[src/rtl/motor_protection_map.vh]
// register offsets, field positions, reset values and timing counts
`ifndef MOTOR_PROTECTION_MAP_VH
`define MOTOR_PROTECTION_MAP_VH

// ***************************************************************
// register offsets (byte addresses)
// ***************************************************************
`define REG_CTRL        8'h00
`define REG_STATUS      8'h04
`define REG_IRQ_STAT    8'h08
`define REG_IRQ_MASK    8'h0C
`define REG_OV_LIMIT    8'h10
`define REG_UV_LIMIT    8'h14
`define REG_TEMP_LIMIT  8'h18
`define REG_TO_LIMIT    8'h1C

// ***************************************************************
// control register fields
// ***************************************************************
`define CTRL_START      0
`define CTRL_STOP       1
`define CTRL_RESTART    2
`define CTRL_TOG_OUT    3
`define CTRL_CUT_HI     4
`define CTRL_CUT_LO     5

// ***************************************************************
// error and interrupt bit positions
// ***************************************************************
`define ERR_OV          0
`define ERR_UV          1
`define ERR_TO          2
`define ERR_TEMP        3
`define IRQ_CUTOFF      4
`define IRQ_STOPPED     5

// ***************************************************************
// reset values: bus voltage in 0.1 V, temperature in degC
// ***************************************************************
`define OV_LIMIT_RST    10'h118
`define UV_LIMIT_RST    10'h096
`define TEMP_LIMIT_RST  8'h41
`define TO_LIMIT_RST    16'h0032

// ***************************************************************
// timing
// ***************************************************************
`define CLK_HZ          100000000
`define LED_TICK_MS     100
`define LED_TICK_CYC    (`CLK_HZ / 1000 * `LED_TICK_MS)
`define MON_PERIOD_MS   1
`define MON_PERIOD_CYC  (`CLK_HZ / 1000 * `MON_PERIOD_MS)
`define BRAKE_MS        200
`define BRAKE_CYC       (`CLK_HZ / 1000 * `BRAKE_MS)
`define GREEN_SLOW_TK   4'h5
`define GREEN_FAST_TK   4'h2
`define RED_HALF_TK     2
`define RED_GAP_TK      10

`endif

[src/rtl/motor_protection_supervisor.v]
// protection, stop and status indication supervisor for a 3-phase inverter
// Operation
// - entering stop first turns on all three low-side switches to brake.
// - a high overcurrent comparator forces the gates into cut-off at once.
// - once current is low, cut-off ends at the next carrier peak or valley.
// - cut-off gate levels are configurable and default to all gates low.
// - the release is taken from an edge of the carrier toggle signal.
// - the pin shows the carrier toggle when enabled, else it is an input.
// - bus over 28 V at a monitor tick flags overvoltage and stops.
// - bus under 15 V at a monitor tick flags undervoltage and stops.
// - no zero crossing within the timeout flags timeout and stops output.
// - temperature above 65 degC flags a temperature error and stops output.
// - any flagged error moves the system state into STOP.
// - in STOP with no error and no low bus voltage the green lamp is lit steadily.
// - low bus voltage flashes the green lamp with a 1 s period.
// - while running the green lamp flashes with a 0.4 s period.
// - on error the red lamp flashes 0.2 s on and 0.2 s off.
// - flashes per burst: overvoltage 1, undervoltage 2, timeout 4, temp 8.
//
// Implementation choices: the strobed register port and the register addresses.
`include "motor_protection_map.vh"

module motor_protection_supervisor
#(
  parameter LED_TICK_CYC   = `LED_TICK_CYC,
  parameter MON_PERIOD_CYC = `MON_PERIOD_CYC,
  parameter BRAKE_CYC      = `BRAKE_CYC
)
(
  input  wire        clock_in,
  input  wire        arst_n_in,
  input  wire [7:0]  reg_addr_in,
  input  wire [31:0] reg_wdata_in,
  input  wire        reg_write_in,
  input  wire        reg_read_in,
  output reg  [31:0] reg_rdata_out,
  output reg         irq_out,
  input  wire        overcurrent_in,
  input  wire        zero_cross_in,
  input  wire [9:0]  bus_voltage_in,
  input  wire [7:0]  temperature_in,
  input  wire        carrier_toggle_in,
  input  wire [2:0]  pwm_high_in,
  input  wire [2:0]  pwm_low_in,
  output reg  [2:0]  gate_high_out,
  output reg  [2:0]  gate_low_out,
  input  wire        toggle_port_pin_in,
  output reg         toggle_port_pin_out,
  output reg         toggle_port_pin_oe_out,
  output reg         state_indicator_led_out,
  output reg         error_indicator_led_out
);

  // ***************************************************************
  // state codes
  // ***************************************************************
  localparam [1:0] ST_STOP  = 2'b00;
  localparam [1:0] ST_RUN   = 2'b01;
  localparam [1:0] ST_BRAKE = 2'b10;

  localparam [1:0] RED_IDLE = 2'b00;
  localparam [1:0] RED_ON   = 2'b01;
  localparam [1:0] RED_OFF  = 2'b10;
  localparam [1:0] RED_GAP  = 2'b11;

  // ***************************************************************
  // pin synchronisers
  // ***************************************************************
  reg  [2:0] oc_sync_r;
  reg  [2:0] zc_sync_r;
  reg  [2:0] tp_sync_r;
  reg        oc_filt_r;
  reg        zc_filt_r;
  reg        tp_filt_r;
  reg        zc_prev_r;

  // three stages; a change counts only once stages two and three agree
  always @(posedge clock_in or negedge arst_n_in)
  begin
    if (!arst_n_in)
    begin
      oc_sync_r <= 3'b000;
      zc_sync_r <= 3'b000;
      tp_sync_r <= 3'b000;
      oc_filt_r <= 1'b0;
      zc_filt_r <= 1'b0;
      tp_filt_r <= 1'b0;
      zc_prev_r <= 1'b0;
    end
    else
    begin
      oc_sync_r <= {oc_sync_r[1:0], overcurrent_in};
      zc_sync_r <= {zc_sync_r[1:0], zero_cross_in};
      tp_sync_r <= {tp_sync_r[1:0], toggle_port_pin_in};
      if (oc_sync_r[1] == oc_sync_r[2])
        oc_filt_r <= oc_sync_r[2];
      if (zc_sync_r[1] == zc_sync_r[2])
        zc_filt_r <= zc_sync_r[2];
      if (tp_sync_r[1] == tp_sync_r[2])
        tp_filt_r <= tp_sync_r[2];
      zc_prev_r <= zc_filt_r;
    end
  end

  wire zc_event = zc_filt_r ^ zc_prev_r;

  // ***************************************************************
  // registers and bus
  // ***************************************************************
  reg  [1:0]  state_r;
  reg  [3:0]  err_r;
  reg         tog_out_r;
  reg         cut_hi_r;
  reg         cut_lo_r;
  reg  [5:0]  irq_stat_r;
  reg  [5:0]  irq_mask_r;
  reg  [9:0]  ov_lim_r;
  reg  [9:0]  uv_lim_r;
  reg  [7:0]  temp_lim_r;
  reg  [15:0] to_lim_r;
  reg         cutoff_r;
  reg         low_volt_r;
  reg  [5:0]  irq_set;
  reg  [3:0]  err_set;
  reg  [31:0] rdata_nxt;

  wire wr_ctrl = reg_write_in && (reg_addr_in == `REG_CTRL);
  wire cmd_start   = wr_ctrl && reg_wdata_in[`CTRL_START];
  wire cmd_stop    = wr_ctrl && reg_wdata_in[`CTRL_STOP];
  wire cmd_restart = wr_ctrl && reg_wdata_in[`CTRL_RESTART];
  wire rd_irq = reg_read_in && (reg_addr_in == `REG_IRQ_STAT);

  // configuration writes; command bits are pulses and are not stored
  always @(posedge clock_in or negedge arst_n_in)
  begin
    if (!arst_n_in)
    begin
      tog_out_r  <= 1'b0;
      cut_hi_r   <= 1'b0;
      cut_lo_r   <= 1'b0;
      irq_mask_r <= 6'h00;
      ov_lim_r   <= `OV_LIMIT_RST;
      uv_lim_r   <= `UV_LIMIT_RST;
      temp_lim_r <= `TEMP_LIMIT_RST;
      to_lim_r   <= `TO_LIMIT_RST;
    end
    else if (reg_write_in)
    begin
      case (reg_addr_in)
        `REG_CTRL:
        begin
          tog_out_r <= reg_wdata_in[`CTRL_TOG_OUT];
          cut_hi_r  <= reg_wdata_in[`CTRL_CUT_HI];
          cut_lo_r  <= reg_wdata_in[`CTRL_CUT_LO];
        end
        `REG_IRQ_MASK:   irq_mask_r <= reg_wdata_in[5:0];
        `REG_OV_LIMIT:   ov_lim_r   <= reg_wdata_in[9:0];
        `REG_UV_LIMIT:   uv_lim_r   <= reg_wdata_in[9:0];
        `REG_TEMP_LIMIT: temp_lim_r <= reg_wdata_in[7:0];
        `REG_TO_LIMIT:   to_lim_r   <= reg_wdata_in[15:0];
        default:         tog_out_r  <= tog_out_r;
      endcase
    end
  end

  // read mux; unmapped addresses read as zero
  always @*
  begin
    rdata_nxt = 32'h0000_0000;
    case (reg_addr_in)
      `REG_CTRL:       rdata_nxt = {26'h0, cut_lo_r, cut_hi_r, tog_out_r,
                                    3'b000};
      `REG_STATUS:     rdata_nxt = {23'h0, tp_filt_r, low_volt_r, err_r,
                                    cutoff_r, state_r};
      `REG_IRQ_STAT:   rdata_nxt = {26'h0, irq_stat_r};
      `REG_IRQ_MASK:   rdata_nxt = {26'h0, irq_mask_r};
      `REG_OV_LIMIT:   rdata_nxt = {22'h0, ov_lim_r};
      `REG_UV_LIMIT:   rdata_nxt = {22'h0, uv_lim_r};
      `REG_TEMP_LIMIT: rdata_nxt = {24'h0, temp_lim_r};
      `REG_TO_LIMIT:   rdata_nxt = {16'h0, to_lim_r};
      default:         rdata_nxt = 32'h0000_0000;
    endcase
  end

  // read data stand only in the cycle after the strobe
  always @(posedge clock_in or negedge arst_n_in)
  begin
    if (!arst_n_in)
      reg_rdata_out <= 32'h0000_0000;
    else if (reg_read_in)
      reg_rdata_out <= rdata_nxt;
    else
      reg_rdata_out <= 32'h0000_0000;
  end

  // ***************************************************************
  // overcurrent cut-off
  // ***************************************************************
  reg  carrier_prev_r;
  wire carrier_edge = carrier_toggle_in ^ carrier_prev_r;

  // cut-off holds until the comparator is low at a peak or valley
  always @(posedge clock_in or negedge arst_n_in)
  begin
    if (!arst_n_in)
    begin
      carrier_prev_r <= 1'b0;
      cutoff_r       <= 1'b0;
    end
    else
    begin
      carrier_prev_r <= carrier_toggle_in;
      if (oc_filt_r)
        cutoff_r <= 1'b1;
      else if (carrier_edge)
        cutoff_r <= 1'b0;
    end
  end

  // ***************************************************************
  // monitoring and errors
  // ***************************************************************
  reg  [31:0] mon_cnt_r;
  reg  [15:0] to_cnt_r;
  wire        mon_tick = (mon_cnt_r == MON_PERIOD_CYC - 1);

  // monitor period timer and zero-crossing timeout counter
  always @(posedge clock_in or negedge arst_n_in)
  begin
    if (!arst_n_in)
    begin
      mon_cnt_r <= 32'h0000_0000;
      to_cnt_r  <= 16'h0000;
    end
    else
    begin
      mon_cnt_r <= mon_tick ? 32'h0000_0000 : mon_cnt_r + 32'h0000_0001;
      if (state_r != ST_RUN || zc_event)
        to_cnt_r <= 16'h0000;
      else if (mon_tick && to_cnt_r != 16'hFFFF)
        to_cnt_r <= to_cnt_r + 16'h0001;
    end
  end

  // undervoltage and timeout only count as errors while driving
  always @*
  begin
    err_set = 4'h0;
    if (mon_tick && bus_voltage_in > ov_lim_r)
      err_set[`ERR_OV] = 1'b1;
    if (mon_tick && state_r == ST_RUN && bus_voltage_in < uv_lim_r)
      err_set[`ERR_UV] = 1'b1;
    if (mon_tick && state_r == ST_RUN && to_cnt_r >= to_lim_r)
      err_set[`ERR_TO] = 1'b1;
    if ($signed(temperature_in) > $signed(temp_lim_r))
      err_set[`ERR_TEMP] = 1'b1;
  end

  // ***************************************************************
  // system state machine
  // ***************************************************************
  reg  [31:0] brake_cnt_r;

  // any stop passes through the braking short before settling
  always @(posedge clock_in or negedge arst_n_in)
  begin
    if (!arst_n_in)
    begin
      state_r     <= ST_STOP;
      err_r       <= 4'h0;
      brake_cnt_r <= 32'h0000_0000;
      low_volt_r  <= 1'b0;
    end
    else
    begin
      if (mon_tick)
        low_volt_r <= (bus_voltage_in < uv_lim_r);
      // a new error in the restart cycle still latches
      err_r <= (cmd_restart ? 4'h0 : err_r) | err_set;
      case (state_r)
        ST_RUN:
        begin
          if (|err_set || cmd_stop)
          begin
            state_r     <= ST_BRAKE;
            brake_cnt_r <= 32'h0000_0000;
          end
        end
        ST_BRAKE:
        begin
          brake_cnt_r <= brake_cnt_r + 32'h0000_0001;
          if (brake_cnt_r == BRAKE_CYC - 1)
            state_r <= ST_STOP;
        end
        ST_STOP:
        begin
          // start is refused while an error stays latched
          if (cmd_start && err_r == 4'h0 && err_set == 4'h0)
            state_r <= ST_RUN;
        end
        default: state_r <= ST_STOP;
      endcase
    end
  end

  // ***************************************************************
  // gate outputs and toggle pin
  // ***************************************************************
  always @(posedge clock_in or negedge arst_n_in)
  begin
    if (!arst_n_in)
    begin
      gate_high_out          <= 3'b000;
      gate_low_out           <= 3'b000;
      toggle_port_pin_out    <= 1'b0;
      toggle_port_pin_oe_out <= 1'b0;
    end
    else
    begin
      toggle_port_pin_out    <= carrier_toggle_in;
      toggle_port_pin_oe_out <= tog_out_r;
      if (state_r == ST_BRAKE)
      begin
        gate_high_out <= 3'b000;
        gate_low_out  <= 3'b111;
      end
      else if (state_r != ST_RUN || |err_set)
      begin
        gate_high_out <= 3'b000;
        gate_low_out  <= 3'b000;
      end
      else if (oc_filt_r || cutoff_r)
      begin
        gate_high_out <= {3{cut_hi_r}};
        gate_low_out  <= {3{cut_lo_r}};
      end
      else
      begin
        gate_high_out <= pwm_high_in;
        gate_low_out  <= pwm_low_in;
      end
    end
  end

  // ***************************************************************
  // interrupts
  // ***************************************************************
  reg cutoff_prev_r;

  always @*
  begin
    irq_set = {2'b00, err_set & ~err_r};
    irq_set[`IRQ_CUTOFF]  = cutoff_r & ~cutoff_prev_r;
    irq_set[`IRQ_STOPPED] = (state_r == ST_BRAKE) &&
                            (brake_cnt_r == BRAKE_CYC - 1);
  end

  // sticky status, cleared by reading it; a set in that cycle wins
  always @(posedge clock_in or negedge arst_n_in)
  begin
    if (!arst_n_in)
    begin
      cutoff_prev_r <= 1'b0;
      irq_stat_r    <= 6'h00;
      irq_out       <= 1'b0;
    end
    else
    begin
      cutoff_prev_r <= cutoff_r;
      irq_stat_r    <= (rd_irq ? 6'h00 : irq_stat_r) | irq_set;
      irq_out       <= |(irq_stat_r & irq_mask_r);
    end
  end

  // ***************************************************************
  // status lamps
  // ***************************************************************
  reg  [31:0] led_cnt_r;
  reg  [3:0]  grn_cnt_r;
  reg  [3:0]  red_tk_r;
  reg  [3:0]  red_left_r;
  reg  [1:0]  red_st_r;
  wire        led_tick = (led_cnt_r == LED_TICK_CYC - 1);
  wire [3:0]  grn_half = low_volt_r ? `GREEN_SLOW_TK : `GREEN_FAST_TK;

  // green: steady in a clean stop, 1 s blink on low supply, 0.4 s running
  always @(posedge clock_in or negedge arst_n_in)
  begin
    if (!arst_n_in)
    begin
      led_cnt_r               <= 32'h0000_0000;
      grn_cnt_r               <= 4'h0;
      state_indicator_led_out <= 1'b0;
    end
    else
    begin
      led_cnt_r <= led_tick ? 32'h0000_0000 : led_cnt_r + 32'h0000_0001;
      if (err_r != 4'h0)
        state_indicator_led_out <= 1'b0;
      else if (state_r == ST_STOP && !low_volt_r)
        state_indicator_led_out <= 1'b1;
      else if (led_tick)
      begin
        if (grn_cnt_r >= grn_half - 4'h1)
        begin
          grn_cnt_r               <= 4'h0;
          state_indicator_led_out <= ~state_indicator_led_out;
        end
        else
          grn_cnt_r <= grn_cnt_r + 4'h1;
      end
    end
  end

  // red: bursts of err_r flashes, then a pause; the code is resampled
  // at each burst so a later error shows from the next burst on
  always @(posedge clock_in or negedge arst_n_in)
  begin
    if (!arst_n_in)
    begin
      red_st_r                <= RED_IDLE;
      red_tk_r                <= 4'h0;
      red_left_r              <= 4'h0;
      error_indicator_led_out <= 1'b0;
    end
    else
    begin
      case (red_st_r)
        RED_IDLE:
        begin
          error_indicator_led_out <= 1'b0;
          if (err_r != 4'h0 && led_tick)
          begin
            red_left_r              <= err_r;
            red_tk_r                <= 4'h0;
            red_st_r                <= RED_ON;
            error_indicator_led_out <= 1'b1;
          end
        end
        RED_ON:
        begin
          if (led_tick)
          begin
            if (red_tk_r == `RED_HALF_TK - 1)
            begin
              red_tk_r                <= 4'h0;
              red_left_r              <= red_left_r - 4'h1;
              error_indicator_led_out <= 1'b0;
              red_st_r                <= RED_OFF;
            end
            else
              red_tk_r <= red_tk_r + 4'h1;
          end
        end
        RED_OFF:
        begin
          if (led_tick)
          begin
            if (red_tk_r == `RED_HALF_TK - 1)
            begin
              red_tk_r <= 4'h0;
              if (red_left_r == 4'h0)
                red_st_r <= RED_GAP;
              else
              begin
                error_indicator_led_out <= 1'b1;
                red_st_r                <= RED_ON;
              end
            end
            else
              red_tk_r <= red_tk_r + 4'h1;
          end
        end
        default:
        begin
          error_indicator_led_out <= 1'b0;
          if (led_tick)
          begin
            if (red_tk_r == `RED_GAP_TK - 1)
            begin
              red_tk_r <= 4'h0;
              red_st_r <= RED_IDLE;
            end
            else
              red_tk_r <= red_tk_r + 4'h1;
          end
        end
      endcase
    end
  end

endmodule // motor_protection_supervisor

[config.mk]
export PLATFORM = sky130hd
export DESIGN_NAME = motor_protection_supervisor
export DESIGN_NICKNAME = d
export VERILOG_FILES = /design/src/rtl/motor_protection_supervisor.v
export VERILOG_INCLUDE_DIRS = /design/src /design/src/rtl
export SDC_FILE = /design/constraint.sdc
export NUM_CORES = 1
export LEC_CHECK = 0
export BUFFER_PORTS_ARGS = -buffer_cell sky130_fd_sc_hd__buf_2
export CAP_MARGIN = 0
export CORE_ASPECT_RATIO = 0.7
export CORE_MARGIN = 8
export CORE_UTILIZATION = 55
export DETAILED_ROUTE_END_ITERATION = 10
export PLACE_DENSITY = 0.86
export SYNTH_ARGS = -nofsm -noshare
export SYNTH_HDL_FRONTEND = slang
export SYNTH_SLANG_ARGS = --single-unit
export TNS_END_PERCENT = 10
[constraint.sdc]
create_clock -name clock_in -period 6.3 [get_ports clock_in]
set_input_delay 0.63 -clock clock_in [delete_from_list [all_inputs] [get_ports clock_in]]
set_output_delay 0.63 -clock clock_in [all_outputs]
set_load 0.02 [all_outputs]
==> run metrics, run 1 <==
Post-Synth Adder-Cell Area 6.36%; # fillers 1635; CTS max path bufs 3; pin slew with the least headroom to its limit 1.38 ns; routability cong. 0.916; initial drt markers 837; Post-DP Area 12600 um^2; peak supply drop 0.205 mV; Leak 5.93 nW; Worst EP arrival 3.55 ns; Syn Std Cell Area 11900 um^2; hold buffers post-CTS 0; layout net count 1357; Seq. cell area 5870 um^2; ys flop type dfrtp_1; multiplexer share of the synthesized area 5.56%; Crit path required time 6.65 ns; first-pass GRT wire length 46700 um; complex-gate fraction of the synthesized area 8.18%; RSZ-0062 raised after global routing no; crit path max fanout 7; final hold vios 0; Final Setup Violations 0; final worst path period share 50.9%; Synth top area share 46.7%; Unique masters post-synth 65; Mean Syn Cell Area 10.5 um^2; footprint of the multi-input gates 5600 um^2; Hold WC Path Type input pin to async pin; Final Util 62.6%; Post-synth EDFFs 0; Crit. End Element register; postcts setup bufs 0; post-detail-place hpwl 20400 um; Synth area leader dfrtp_1; max_cap viols 0; grt total ovfl 0; CTS tree yes; Area contributors post-synth dfrtp_1, ha_1, mux2_2, xnor2_1, nor2_1; Total Routed Length 28800 um; row cnt 45; post-synthesis sequential area ratio 49.4%; H-tree Lvls 1; initial antenna violation count 2; pre-CTS setup slack 3.03 ns; starting density of the core 55.4%; critical setup path kind register to register; CTS Buf Count 24; total power 3.24 mW; clk root buf clkbuf_16; Clock Skew 0.0261 ns; Worst-path clk slew 0.06 ns; via count 9068; DR DRC count 0; Die W 192 um; final non-filler cell total 1530; final instance area 13400 um^2; dpl cells 1483; Synthesis Warnings 0; status finished clean; Core Region 21500 um^2; Async S/R FF share, synth 100%; Final min period 3.20 ns; Fin Setup TNS 0 ns; Die Y 139 um; largest net degree at the start of global routing 103; Post-Synthesis Cells 1132; Area growth syn-to-layout 13.1%; hold_ws 0.131 ns; Slew Limit Fails 0; Pwr Density 241 nW/um^2; Post-Synth XOR/XNOR Area 7.22%; TritonCTS Sinks 234; vias in the first global route 9164; final setup margin 3.10 ns; Routed Antenna Nets 0; Die Area 26600 um^2; CP Launch Type register; PostCTS Resize Cnt 0; Simple-Gate Fraction of Synth Area 19.1%; worst skew pair latency 0.53 ns; overall global routing resource usage 21.3%; register bit count reported by yosys 234; Routed WL per cell 18.8 um; fmax 312 MHz; Buffers on Ports 82; first drt pass iteration count 9; largest family of logic cells by synthesized area simple AND/OR/NAND/NOR gates; I/O pin cnt 115; Via density 5.93; slew margin rel. 7.33%; share of cells above drive strength 1 18.3%
-- placed cells by master, fill, tap and decap left out, types with 6 or more instances in the layout --
| cell type | count |
|---|---|
| dfrtp_1 | 222 |
| nor2_1 | 107 |
| nand2_1 | 86 |
| buf_2 | 81 |
| inv_1 | 74 |
| xnor2_1 | 66 |
| ha_1 | 58 |
| mux2_2 | 56 |
| nand3_1 | 47 |
| nand4_1 | 39 |
| o21ai_0 | 32 |
| xor2_1 | 32 |
| a21oi_1 | 29 |
| nor3_1 | 28 |
| clkbuf_16 | 25 |
| a22oi_1 | 22 |
| nor4_1 | 17 |
| and3_1 | 16 |
| conb_1 | 16 |
| dfstp_2 | 12 |
| a31oi_1 | 11 |
| nand2b_1 | 11 |
| nor4_2 | 8 |
| nor2b_1 | 8 |
| buf_4 | 8 |
| and4_1 | 6 |
| o31ai_1 | 6 |
| nor4b_1 | 6 |
-- routing by layer --
metal	GRT usage, %	wire (um)	vias to the layer above
li1	-	-	4179
met1	29.4	12700	4458
met2	32.7	13100	368
met3	4.72	2140	63
met4	6.87	855	0
met5	0	0	-
-- logic make-up (layout without fill, tap and decap cells) --
group / count (synthesis) / count (layout)
DFF: 234 / 234
xor gates and xnor gates: 98 / 98
other: 1 / 19
buffers and inverters: 110 / 208
and+or+nand+nor: 423 / 423
muxes: 59 / 59
AOI/OAI and AO/OA: 146 / 146
adders and majority gates: 61 / 61
-- final timing paths --
path	start	to	depth (start not counted)	slack, ns
max in group asynchronous	arst_n_in	to_cnt_r[8]	2	4.79
min	arst_n_in	led_cnt_r[29]	1	0.13
min reg2reg	zc_sync_r[0]	zc_sync_r[1]	0	0.35
max reg2reg	to_lim_r[7]	gate_low_out[1]	8	3.10
max	to_lim_r[7]	gate_low_out[1]	8	3.10
min in group clock_in	overcurrent_in	oc_sync_r[0]	1	0.21
-- flip-flops by register name, indices dropped and copies added, names as in the netlist, 6 cells and up --
register	flops
mon_cnt_r	32
uv_lim_r	10
irq_mask_r	6
to_lim_r	16
brake_cnt_r	32
temp_lim_r	8
ov_lim_r	10
irq_stat_r	6
reg_rdata_out	16
to_cnt_r	16
led_cnt_r	32
-- power by group --
part	total (mW)	internal (mW)	switching, mW
sequential	1.56	1.53	0.0236
combinational	0.169	0.0607	0.108
clock	1.51	0.910	0.603
-- synthesized netlist by cell type, drive strengths merged, types with 27 or more instances --
master / count
ha: 58
inv: 74
nand2: 86
a21oi: 29
nor2: 107
nand4: 39
dfrtp: 222
nor4: 27
nand3: 47
o21ai: 35
xor2: 32
mux2: 56
xnor2: 66
nor3: 29
-- worst max-delay path: stages (launching register included) --
cell	delay [ns]
dfrtp_1	0.42
inv_1	0.08
ha_1	0.35
a21oi_1	0.14
a211oi_1	0.08
or3_1	0.36
o31ai_2	0.63
nand3_1	0.43
o31ai_1	0.54
-- cell type report --
type	count	area share, %
flip-flops and latches	234	43.7
clock buffers	33	5.25
multi-input cells	803	41.7
clock inverters	11	1.07
inverters	74	2.07
diodes	3	0.0559
repair buffers	90	3.58
well taps	282	2.63
(Power assumes the default switching activity.)
==> run 2: changes to the inputs <==
--- a/config.mk
+++ b/config.mk
@@ -6,13 +6,14 @@
 export SDC_FILE = /design/constraint.sdc
 export NUM_CORES = 1
 export LEC_CHECK = 0
+export ABC_AREA = 1
 export BUFFER_PORTS_ARGS = -buffer_cell sky130_fd_sc_hd__buf_2
 export CAP_MARGIN = 0
 export CORE_ASPECT_RATIO = 0.7
 export CORE_MARGIN = 8
 export CORE_UTILIZATION = 55
 export DETAILED_ROUTE_END_ITERATION = 10
-export PLACE_DENSITY = 0.86
+export PLACE_DENSITY = 0.85
 export SYNTH_ARGS = -nofsm -noshare
 export SYNTH_HDL_FRONTEND = slang
 export SYNTH_SLANG_ARGS = --single-unit
==> constraint.sdc (replaced) <==
create_clock -name clock_in -period 3.2 [get_ports clock_in]
set_input_delay 0.32 -clock clock_in [delete_from_list [all_inputs] [get_ports clock_in]]
set_output_delay 0.32 -clock clock_in [all_outputs]
set_load 0.02 [all_outputs]
==> run 2 against run 1 <==
Maximum frequency is 23% higher. Hold slack got worse by 0.10 ns. Via count grew 31%. Sequential share of layout area is 4.5 points lower. Clock skew fell by 0.018 ns. Synthesized cell count up 49%. Critical endpoint is now brake_cnt_r[25]. Clock power up 110%. Combinational power is 130% higher.
==> run metrics, run 2 <==
status finished clean; largest family of logic cells by synthesized area simple AND/OR/NAND/NOR gates; H-tree Lvls 1 (unchanged); peak supply drop 0.401 mV (+95%); final hold vios 0 (unchanged); commonest non-fill, non-tap cell in the layout nand2_1; Final min period 2.60 ns (-0.603 ns); pin slew with the least headroom to its limit 0.788 ns (-0.589 ns); CTS Buf Count 24 (unchanged); register bit count reported by yosys 234 (unchanged); row cnt 47 (+4.4%); Fin Setup TNS 0 ns (unchanged); Worst EP arrival 3.06 ns (-0.49 ns); Cell Chain, Critical Path ha_1 > a21oi_1 > o21ai_0 > a21oi_1 > nand2_1 > nand2_1 > nand2_1 > nor2_2 > nand2_4 > nand2_4 > nand3_1 > nand2_1; Leak 7.37 nW (+24%); initial drt markers 1290 (+54%); Slew Limit Fails 0 (unchanged); # fillers 1994 (+22%); initial antenna violation count 0 (-2); Syn Std Cell Area 13300 um^2 (+12%); postcts setup bufs 0 (unchanged); first-pass GRT wire length 58000 um (+24%); slew margin rel. 47.5% (+40 points); most frequent CP cell nand2_1; Mean Syn Cell Area 7.92 um^2 (-25%); Hold WC Path Type input pin to register; Async S/R FF share, synth 100% (unchanged); clock share of power 47.3% (+0.6 points); max_cap viols 0 (unchanged); final worst path period share 81.3% (+30 points); Ant. Diodes 0 (-3); most common cell in the synthesized netlist nand2_1; R2R Setup Slk 0.60 ns (-2.50 ns); Via density 5.63 (-5.1%); Clock Skew 0.00826 ns (-0.0178 ns); Synthesis Warnings 0 (unchanged); Final Util 63.2% (+0.55 points); Post-Synth Adder-Cell Area 5.67% (-0.69 points); post-synthesis sequential area ratio 44.0% (-5.4 points); starting density of the core 56.3% (+0.86 points); Post-Synth XOR/XNOR Area 3.35% (-3.9 points); Pwr Density 439 nW/um^2 (+82%); share of cells above drive strength 1 12.0% (-6.3 points); CP bufs+invs 0 (-1); switch share 22.7% (-0.028 points); worst skew pair latency 0.52 ns (about the same); Die W 202 um (+5.4%); final non-filler cell total 2115 (+38%); Routed WL per cell 16.5 um (-12%); hold buffers post-CTS 5 (+5); crit path max fanout 31 (+24); Die Area 29600 um^2 (+11%); DR DRC count 0 (unchanged); Core Region 23700 um^2 (+10%); Post-Synthesis Cells 1683 (+49%); RSZ-0062 raised after global routing no; Crit. End Element register; slowest library cell on the worst path dfrtp_1; sequential fraction of design power 46.6% (-1.4 points); Crit path required time 3.66 ns (-2.99 ns); Die Y 146 um (+5.2%); Worst path max stage delay 0.44 ns (-0.19 ns); R2R cell count 12 (+4); I/O pin cnt 115 (unchanged); Area growth syn-to-layout 12.3%; Post-synth EDFFs 0 (unchanged); Worst Setup EP brake_cnt_r[25]; PostCTS Resize Cnt 0 (unchanged); Comb power frac 6.0% (+0.8 points); ys flop type dfrtp_1; routability cong. 0.966 (+5.4%); Synth area leader dfrtp_1; critical setup path kind register to register; CTS tree yes; overall global routing resource usage 23.4% (+2.1 points); Unique masters post-synth 61 (-6.2%); Routed Antenna Nets 0 (unchanged); TritonCTS Sinks 234 (unchanged); Net Sw Power 1.49 mW (+100%); delay-heaviest family, CP simple AND/OR/NAND/NOR gates; Worst-path clk slew 0.07 ns (about the same); multiplexer share of the synthesized area 0.0751% (-5.5 points); vias in the first global route 11500 (+25%); Area contributors post-synth dfrtp_1, nand2_1, inv_1, ha_1, nor2_1; Synth top area share 41.7% (-5.1 points); Worst R2R End brake_cnt_r[25]; via count 11900 (+31%); dpl cells 2066 (+39%); largest net degree at the start of global routing 102 (-0.97%); layout net count 1909 (+41%); first drt pass iteration count 8 (-1); fmax 384 MHz (+23%); CTS max path bufs 3 (unchanged); grt total ovfl 0 (unchanged); clk root buf clkbuf_16; CP Launch Point to_cnt_r[15]; complex-gate fraction of the synthesized area 9.06% (+0.88 points); Post-synth top cells nand2_1, inv_1, dfrtp_1, nor2_1; Simple-Gate Fraction of Synth Area 28.4% (+9.3 points); Critical Path Stages 12 (+4); Final Setup Violations 0 (unchanged); Total Routed Length 34900 um (+21%); Int Power 5.08 mW (+100%); post-detail-place hpwl 25900 um (+27%); CP Launch Type register; commonest non-fill, non-tap cells in the layout nand2_1, inv_1, dfrtp_1, nor2_1; Buffers on Ports 82 (unchanged); Critical R2R Launch to_cnt_r[15]; Largest regs brake_cnt_r x32, led_cnt_r x32, mon_cnt_r x32
run 2: metal layers:
metal	track usage [%]	vias to the layer above	share of wire [%]
li1	-	5668	-
met1	33.4	5633	44
met4	7.27	0	3.0
met5	0	-	0
met3	5.48	68	9.6
met2	34.9	533	43
run 2: area by class of cell:
type	count	area [um^2]	share of cell area [%]
Multi-Input combinational cell	1158	6270	41.9
Sequential cell	234	5870	39.2
Inverter	265	997	6.66
Clock buffer	35	703	4.70
Timing Repair Buffer	96	563	3.76
Tap cell	318	398	2.66
Clock inverter	9	174	1.16
run 2: worst min-delay path by stage:
stage,depth (start not counted),endpoint,startpoint
global placement,0,oc_sync_r[1],oc_sync_r[0]
CTS,3,uv_lim_r[9],reg_wdata_in[9]
detailed placement,0,zc_sync_r[1],zc_sync_r[0]
floorplan,0,brake_cnt_r[0],arst_n_in
global route,3,uv_lim_r[9],reg_wdata_in[9]
finish,3,uv_lim_r[9],reg_wdata_in[9]
run 2: metrics by stage:
stage,instance area (um^2),power (mW),setup WS [ns],hold slack [ns]
final,15000,6.57,0.598,0.0262
after global routing,15000,6.78,0.404,0.0313
after CTS,15000,6.60,0.639,0.0114
after detailed placement,14000,3.50,0.673,0.335
after global placement,14000,3.47,0.790,0.333
after floorplan,13400,3.32,1.19,0.0244
run 2: logic make-up after synthesis:
group	count (synthesis)
AOI/OAI and AO/OA	216
and+or+nand+nor	813
xor gates and xnor gates	51
adders and majority gates	61
DFF	234
other	1
muxes	1
buffers and inverters	306
run 2: power by group through the flow:
stage | Sequential, mW | Combinational (mW) | Clock (mW)
after floorplan | 3.11 | 0.209 | 0
final | 3.06 | 0.395 | 3.11
after detailed placement | 3.11 | 0.383 | 0
after global routing | 3.07 | 0.447 | 3.26
after global placement | 3.11 | 0.363 | 0
after CTS | 3.06 | 0.392 | 3.15
run 2: worst register-to-register path: stages (launching register included):
cell,delay (ns)
dfrtp_1,0.44
ha_1,0.34
a21oi_1,0.19
o21ai_0,0.19
a21oi_1,0.27
nand2_1,0.09
nand2_1,0.16
nand2_1,0.09
nor2_2,0.19
nand2_4,0.10
nand2_4,0.28
nand3_1,0.14
nand2_1,0.09
